[config.mk]
export PLATFORM = sky130hd
export DESIGN_NAME = adc_gain_and_headset_config_regs
export DESIGN_NICKNAME = d
export VERILOG_FILES = /design/src/rtl/adc_gain_pkg.sv /design/src/rtl/adc_gain_and_headset_config_regs.sv
export SDC_FILE = /design/constraint.sdc
export NUM_CORES = 1
export LEC_CHECK = 0
export BUFFER_PORTS_ARGS = -buffer_cell sky130_fd_sc_hd__buf_2
export CAP_MARGIN = 20
export CORE_ASPECT_RATIO = 1.5
export CORE_MARGIN = 4
export CORE_UTILIZATION = 55
export CTS_CLUSTER_DIAMETER = 150
export DETAILED_ROUTE_END_ITERATION = 8
export GPL_ROUTABILITY_DRIVEN = 0
export GPL_TIMING_DRIVEN = 0
export PLACE_DENSITY_LB_ADDON = 0.2
export SYNTH_ARGS = -nofsm -noshare
export SYNTH_HDL_FRONTEND = slang
export SYNTH_SLANG_ARGS = --single-unit
[constraint.sdc]
create_clock -name clk -period 2.2 [get_ports clk]
set_input_delay 0.33 -clock clk [delete_from_list [all_inputs] [get_ports clk]]
set_output_delay 0.33 -clock clk [all_outputs]
set_load 0.02 [all_outputs]
[src/rtl/adc_gain_pkg.sv]
`default_nettype none
package adc_gain_pkg;
  localparam int          ADDR_W        = 7;
  localparam int          DATA_W        = 8;
  localparam logic [6:0]  OFS_RSVD      = 7'h0D;
  localparam logic [6:0]  OFS_HEADSET   = 7'h0E;
  localparam logic [6:0]  OFS_LEFT_PGA  = 7'h0F;
  localparam logic [6:0]  OFS_RIGHT_PGA = 7'h10;
  localparam logic [6:0]  OFS_AUX_LEFT  = 7'h11;
  // headset field positions
  localparam int          HS_ACCPL_BIT  = 7;
  localparam int          HS_FDIFF_BIT  = 6;
  localparam int          HS_PDIFF_BIT  = 3;
  localparam logic [7:0]  HS_WR_MASK    = 8'hC8;
  // pga fields
  localparam int          PGA_MUTE_BIT  = 7;
  localparam logic [6:0]  PGA_GAIN_MAX  = 7'h77;
  // aux level fields
  localparam logic [3:0]  AUX_LVL_MAX   = 4'h8;
  localparam logic [3:0]  AUX_LVL_OFF   = 4'hF;
  // reset values
  localparam logic [7:0]  RST_RSVD      = 8'h00;
  localparam logic [7:0]  RST_HEADSET   = 8'h00;
  localparam logic [7:0]  RST_PGA       = 8'h80;
  localparam logic [7:0]  RST_AUX_LEFT  = 8'hFF;

  typedef struct packed {
    logic       wr;
    logic       rd;
    logic [6:0] addr;
    logic [7:0] wdata;
  } reg_req_t;

  typedef struct packed {
    logic       mute;
    logic [6:0] gain;
  } pga_ctl_t;

  typedef struct packed {
    logic       connect;
    logic [3:0] atten;
  } aux_route_t;

  typedef struct packed {
    logic ac_coupled;
    logic fully_diff;
    logic pseudo_diff;
  } headset_ctl_t;
endpackage : adc_gain_pkg
`default_nettype wire

[src/rtl/adc_gain_and_headset_config_regs.sv]
// Contract
// - Headset bit 7 picks capless (0) or ac-coupled (1) drivers, reset 0.
// - Headset bit 6 flags a fully-differential stereo output in use, reset 0.
// - Headset bit 3 flags a pseudo-differential stereo output in use, reset 0.
// - Left record amp register bit 7 mutes the left amp, reset 1.
// - Left gain is 0.5 dB per code from 0 dB, saturating from code 0x77.
// - Right record amp register bit 7 mutes the right amp, reset 1.
// - Right gain uses the left encoding, saturating at 59.5 dB from 0x77.
// - Aux left level codes 0..8 connect it to the left mixer, 1.5 dB/step.
// - Aux left level code 0xF, the reset value, disconnects it.
// - Aux right level field uses the same encoding, reset 0xF disconnected.
`default_nettype none
module adc_gain_and_headset_config_regs
  import adc_gain_pkg::*;
(
  // clock and reset
  input  wire logic          clk,
  input  wire logic          resetn,
  // register port
  input  wire reg_req_t      req,
  output var  logic [7:0]    rdata,
  output var  logic          rvalid,
  // controls to analog
  output var  headset_ctl_t  headset,
  output var  pga_ctl_t      left_pga,
  output var  pga_ctl_t      right_pga,
  output var  aux_route_t    aux_mic_left_input,
  output var  aux_route_t    aux_mic_right_input
);

  logic [7:0]   rsvd_ff,   nxt_rsvd;
  logic [7:0]   hs_ff,     nxt_hs;
  logic [7:0]   lpga_ff,   nxt_lpga;
  logic [7:0]   rpga_ff,   nxt_rpga;
  logic [7:0]   aux_ff,    nxt_aux;
  logic [7:0]   rdata_ff,  nxt_rdata;
  logic         rvalid_ff, nxt_rvalid;
  headset_ctl_t hsctl_ff,  nxt_hsctl;
  pga_ctl_t     lctl_ff,   nxt_lctl;
  pga_ctl_t     rctl_ff,   nxt_rctl;
  aux_route_t   alctl_ff,  nxt_alctl;
  aux_route_t   arctl_ff,  nxt_arctl;

  // reserved codes map to disconnect so the mixer never sees an undefined level
  function automatic aux_route_t aux_decode(input logic [3:0] code);
    aux_route_t r;
    r.connect = (code <= AUX_LVL_MAX);
    r.atten   = r.connect ? code : AUX_LVL_OFF;
    return r;
  endfunction : aux_decode

  function automatic pga_ctl_t pga_decode(input logic [7:0] v);
    pga_ctl_t p;
    p.mute = v[PGA_MUTE_BIT];
    // clamp so the analog stage sees one code for the saturated range
    p.gain = (v[6:0] > PGA_GAIN_MAX) ? PGA_GAIN_MAX : v[6:0];
    return p;
  endfunction : pga_decode

  always_comb begin
    nxt_rsvd = rsvd_ff;
    nxt_hs   = hs_ff;
    nxt_lpga = lpga_ff;
    nxt_rpga = rpga_ff;
    nxt_aux  = aux_ff;
    if (req.wr) begin
      if (req.addr == OFS_RSVD) begin
        nxt_rsvd = req.wdata;
      end else if (req.addr == OFS_HEADSET) begin
        // read-only reserved bits never take a write
        nxt_hs = req.wdata & HS_WR_MASK;
      end else if (req.addr == OFS_LEFT_PGA) begin
        nxt_lpga = req.wdata;
      end else if (req.addr == OFS_RIGHT_PGA) begin
        nxt_rpga = req.wdata;
      end else if (req.addr == OFS_AUX_LEFT) begin
        nxt_aux = req.wdata;
      end
    end
  end

  always_comb begin
    nxt_rvalid = req.rd;
    nxt_rdata  = 8'h00;
    if (req.rd) begin
      if (req.addr == OFS_RSVD) begin
        nxt_rdata = rsvd_ff;
      end else if (req.addr == OFS_HEADSET) begin
        nxt_rdata = hs_ff;
      end else if (req.addr == OFS_LEFT_PGA) begin
        nxt_rdata = lpga_ff;
      end else if (req.addr == OFS_RIGHT_PGA) begin
        nxt_rdata = rpga_ff;
      end else if (req.addr == OFS_AUX_LEFT) begin
        nxt_rdata = aux_ff;
      end
    end
  end

  always_comb begin
    nxt_hsctl.ac_coupled  = nxt_hs[HS_ACCPL_BIT];
    nxt_hsctl.fully_diff  = nxt_hs[HS_FDIFF_BIT];
    // no arbitration when both set; software keeps them exclusive
    nxt_hsctl.pseudo_diff = nxt_hs[HS_PDIFF_BIT];
    nxt_lctl  = pga_decode(nxt_lpga);
    nxt_rctl  = pga_decode(nxt_rpga);
    nxt_alctl = aux_decode(nxt_aux[7:4]);
    nxt_arctl = aux_decode(nxt_aux[3:0]);
  end

  always_ff @(posedge clk) begin
    if (!resetn) begin
      rsvd_ff   <= RST_RSVD;
      hs_ff     <= RST_HEADSET;
      lpga_ff   <= RST_PGA;
      rpga_ff   <= RST_PGA;
      aux_ff    <= RST_AUX_LEFT;
      rdata_ff  <= 8'h00;
      rvalid_ff <= 1'b0;
      hsctl_ff  <= '0;
      lctl_ff   <= '{mute: 1'b1, gain: 7'h00};
      rctl_ff   <= '{mute: 1'b1, gain: 7'h00};
      alctl_ff  <= '{connect: 1'b0, atten: AUX_LVL_OFF};
      arctl_ff  <= '{connect: 1'b0, atten: AUX_LVL_OFF};
    end else begin
      rsvd_ff   <= nxt_rsvd;
      hs_ff     <= nxt_hs;
      lpga_ff   <= nxt_lpga;
      rpga_ff   <= nxt_rpga;
      aux_ff    <= nxt_aux;
      rdata_ff  <= nxt_rdata;
      rvalid_ff <= nxt_rvalid;
      hsctl_ff  <= nxt_hsctl;
      lctl_ff   <= nxt_lctl;
      rctl_ff   <= nxt_rctl;
      alctl_ff  <= nxt_alctl;
      arctl_ff  <= nxt_arctl;
    end
  end

  assign rdata               = rdata_ff;
  assign rvalid              = rvalid_ff;
  assign headset             = hsctl_ff;
  assign left_pga            = lctl_ff;
  assign right_pga           = rctl_ff;
  assign aux_mic_left_input  = alctl_ff;
  assign aux_mic_right_input = arctl_ff;

endmodule : adc_gain_and_headset_config_regs
`default_nettype wire

After elaboration in Yosys (flattened, before gate mapping). Cells that the tools add are included.

Magnitude comparators: 4. Muxes and demuxes: 25. Reduce and logical (&&, ||, !) cells: 6. Eq/ne operators: 5. Bitwise gates (word level): 1.

Operators by type and width (count): 8-bit 2-to-1 mux (23); 7-bit by 4-bit == test with 1-bit output, second input constant (3); 7-bit by 5-bit == test with 1-bit output, second input constant (2); 7-bit greater-than comparator, second input constant (2); 7-bit 2-to-1 mux (2); 4-bit <= comparator, second input constant (2); 2-bit AND reduction (4); 2-bit OR reduction (2); 1-bit inverter (1).

Word-level logic and storage cells: 61. Bits in registers: 73. Bits of input ports: 19. Output and inout port bits: 38.

Longest topological paths before layout.
Depth after elaboration: 9. Gate-level depth with buffers: 7.

Worst setup path after synthesis. OpenSTA, ideal clock, no wires.

Path type: input port to flip-flop. From: in req[14] (netlist name). To: reg rsvd_ff[5]. Path slack: 0.573 ns. Arrival: 1.513 ns. Stages: 7. Path through: nand4bb_1 -> buf_2 -> or4_4 -> buf_6 -> buf_12 -> nand3_2 -> o21ai_2.

Word-level cells in the longest chain between the ends: 2.

Ends and longest elaborated chain: start, declared (RTL line adc_gain_and_headset_config_regs.sv:20) `input wire reg_req_t req,`; 7-bit by 4-bit == test with 1-bit output (RTL line adc_gain_and_headset_config_regs.sv:67) `if (req.addr == OFS_RSVD) begin`; 2-bit AND reduction (no source line); end signal, assigned (RTL line adc_gain_and_headset_config_regs.sv:126) `rsvd_ff <= nxt_rsvd;`; end, declared (RTL line adc_gain_and_headset_config_regs.sv:31) `logic [7:0] rsvd_ff, nxt_rsvd;`.

No other way between the ends. A chain may end at the register's enable or synchronous reset.

Worst setup path in the final report.
From: in req[8] (netlist name). To: reg rdata_ff[7], in the netlist rdata[7].

Word-level cells in the longest chain between the ends: 6.

Ends and longest elaborated chain: 7-bit by 5-bit == test with 1-bit output (RTL line adc_gain_and_headset_config_regs.sv:94) `end else if (req.addr == OFS_AUX_LEFT) begin`; 8-bit 2-to-1 mux (RTL line adc_gain_and_headset_config_regs.sv:94); 8-bit 2-to-1 mux (RTL line adc_gain_and_headset_config_regs.sv:92) `end else if (req.addr == OFS_RIGHT_PGA) begin`; 8-bit 2-to-1 mux (RTL line adc_gain_and_headset_config_regs.sv:90) `end else if (req.addr == OFS_LEFT_PGA) begin`; 8-bit 2-to-1 mux (RTL line adc_gain_and_headset_config_regs.sv:88) `end else if (req.addr == OFS_HEADSET) begin`; 8-bit 2-to-1 mux (*) (RTL line adc_gain_and_headset_config_regs.sv:86) `if (req.addr == OFS_RSVD) begin`; end signal, assigned (RTL line adc_gain_and_headset_config_regs.sv:131) `rdata_ff <= nxt_rdata;`; end, declared (RTL line adc_gain_and_headset_config_regs.sv:36) `logic [7:0] rdata_ff, nxt_rdata;`.

Mark *: on every way between the ends. The rest lies on a longest branch, timed or not.

==> flow_metrics.tcl <==
set metrics [dict create \
    status "complete, no violations" \
    post_cts.resized_instances 0 \
    io_buffer_count 46 \
    nets 396 \
    die_w_um 67.9 \
    start_util 0.573 \
    setup_violations 0 \
    holdPathStages 3 \
    drv_cap 0 \
    cp_max_fo 10 \
    ys_seq_elements 68 \
    placed_cell_area_um2 3280 \
    relSlewSlack 0.591 \
    cts.sinks 68 \
    numCtsBuffers 9 \
    crit_type "input port to flop" \
    antenna_found_initial 0 \
    wl_per_cell_um 17.0 \
    synth.top_cells.by_area "dfxtp_1 46%, nand2_1 6.6%, mux2_2 5.3%" \
    area.growth.synth_to_final_pct 17.7 \
    synth_flop_cell "dfxtp_1" \
    final_area_um2 3480 \
    drt_iter0_drc 261 \
    p_leak_nw 1.44 \
    path_clk_slew_ps 70 \
    synth.top_cells.by_count "68 x dfxtp_1, 52 x nand2_1, 21 x nand3_1" \
    postCtsSetupBuffers 0 \
    slew_viol_final 0 \
    yosysMostFrequentCell "dfxtp_1" \
    drive_gt1_frac 0.275 \
    fmax_ghz 0.618 \
    yosysSeqAreaShare 0.460 \
    synth.distinct_cells 43 \
    insertion_delay_ps 350 \
    root_buffer "clkbuf_8" \
    cts_tree "done" \
    overflow 0 \
    cp.arrival_ps 1840 \
    antenna_left 0 \
    cp.required_ps 2430 \
    dpl.hpwl_mm 5.55 \
    netlist.area_leader.share 0.460 \
    worst-r2r-cell-count 3 \
    cp-start-kind "input port" \
    row_count 32 \
    fin_tns_setup_ps 0 \
    grt_max_degree 12 \
    synthesis.area_um2 2960 \
    cp-end-kind "flop" \
    cts-htree-levels 3 \
    pre_cts_ws_ps 224 \
    finClkSkew_ps 5.67 \
    die-area_um2 6640 \
    pin_count 57 \
    finalHoldWorstSlack_ps 335 \
    drt-total-wl_mm 7.63 \
    rsz0062_at_grt "no" \
    synth_largest_area_cell "dfxtp_1" \
    synth_cells 320 \
    core_area_um2 5160 \
    grt_pass1_vias 2445 \
    powerDensity_nw_per_um2 690 \
    fin_ws_ps 583 \
    grtUsageTotal 0.253 \
    vias 2523 \
    synth_fp_nets 339 \
    tightest_slew_ps 613 \
    drc 0 \
    ir_worst_vdd_v 0.000517 \
    finalHoldViolations 0 \
    grt_pass1_wl_mm 12.2 \
    dieHeight_um 97.9 \
    hold_class "input port to flop" \
    clock_path_buffers 2 \
    n_antenna_cell 0 \
    ctsHoldBuffers 0 \
    viasPerCell 5.61 \
    ys_async_sr_fraction 0 \
    yosysWarnings 0 \
    drtPass1Iterations 4 \
    post-route-period-util 0.735 \
    synth_edf_count 0 \
    avgSynthCellArea_um2 9.25 \
    fin_crit_ps 1620 \
]
-- placed cells by master (no fill, tap or decap), drive strengths merged, types with 2 or more instances in the layout --
cell type / instances
o21a: 11
o211a: 2
a21boi: 11
o21ai: 14
nor2b: 15
nand2b: 2
dfxtp: 68
nand3: 23
nand2: 52
nor3: 14
o311a: 6
nor2: 11
and4: 3
inv: 4
mux2i: 11
buf: 63
mux2: 14
or4: 2
o31ai: 2
clkinvlp: 2
nor3b: 2
a22oi: 7
clkbuf: 28
a21oi: 2
and3: 3
-- kinds of logic after synthesis --
group | Yosys count | share of synthesized area
and+or+nand+nor | 132 | 0.230
muxes | 25 | 0.0904
AOI/OAI and AO/OA | 60 | 0.157
DFF | 68 | 0.460
buffers and inverters | 35 | 0.0626
-- flip-flops by register name (all words and copies together) (netlist names) --
signal,count
aux_ff,8
aux_mic_right_input,5
right_pga,7
rvalid,1
rpga_ff,8
rdata,8
aux_mic_left_input,5
lpga_ff,8
hs_ff,3
left_pga,7
rsvd_ff,8
-- critical path, stage by stage --
cell,delay [ps]
clkbuf_1,270
clkbuf_1,490
mux2_2,410
a22oi_1,240
a21oi_1,110
-- power by group --
part           leakage (nW)  internal, mW  total [mW]  switching [mW]
Combinational         0.790        0.0489       0.143          0.0937
Sequential            0.549          1.23        1.24         0.00254
Clock                 0.101         0.563        1.02           0.461
-- routing by layer --
metal | share of wire | wire length (µm) | vias to the layer above | global-route usage
met5 | 0 | 0 | - | 0
met4 | 0.039 | 298 | 0 | 0.138
met3 | 0.059 | 454 | 25 | 0.0759
met2 | 0.51 | 3920 | 87 | 0.413
met1 | 0.39 | 2960 | 1176 | 0.286
li1 | - | - | 1235 | -
-- per-stage QoR --
| stage | power, mW | instances | utilization |
|---|---|---|---|
| 2_1_floorplan | 1.36 | 320 | - |
| 3_3_place_gp | 1.40 | 434 | 0.634 |
| 3_5_place_dp | 1.41 | 434 | 0.634 |
| 4_1_cts | 2.42 | 450 | 0.674 |
| 5_1_grt | 2.48 | 450 | 0.674 |
| 6_report | 2.40 | 450 | 0.674 |
-- layout make-up --
cell class / count / area [µm²]
Buffer: 31 / 170
Clock buffer: 14 / 193
Clock inverter: 2 / 15.0
Fill cell: 431 / 1680
Inverter: 4 / 15.0
Multi-Input combinational cell: 217 / 1410
Sequential cell: 68 / 1360
Tap cell: 68 / 85.1
Timing Repair Buffer: 46 / 230
-- worst paths after layout --
check / from / end / slack (ps)
setup / recovery: req[8] / rdata[7] / 580
hold / removal: req[7] / rsvd_ff[7] / 330
setup reg to reg: aux_ff[6] / rdata[6] / 1070
hold reg to reg: rsvd_ff[6] / rsvd_ff[6] / 460
No activity file was read; power rests on OpenSTA's default activity.
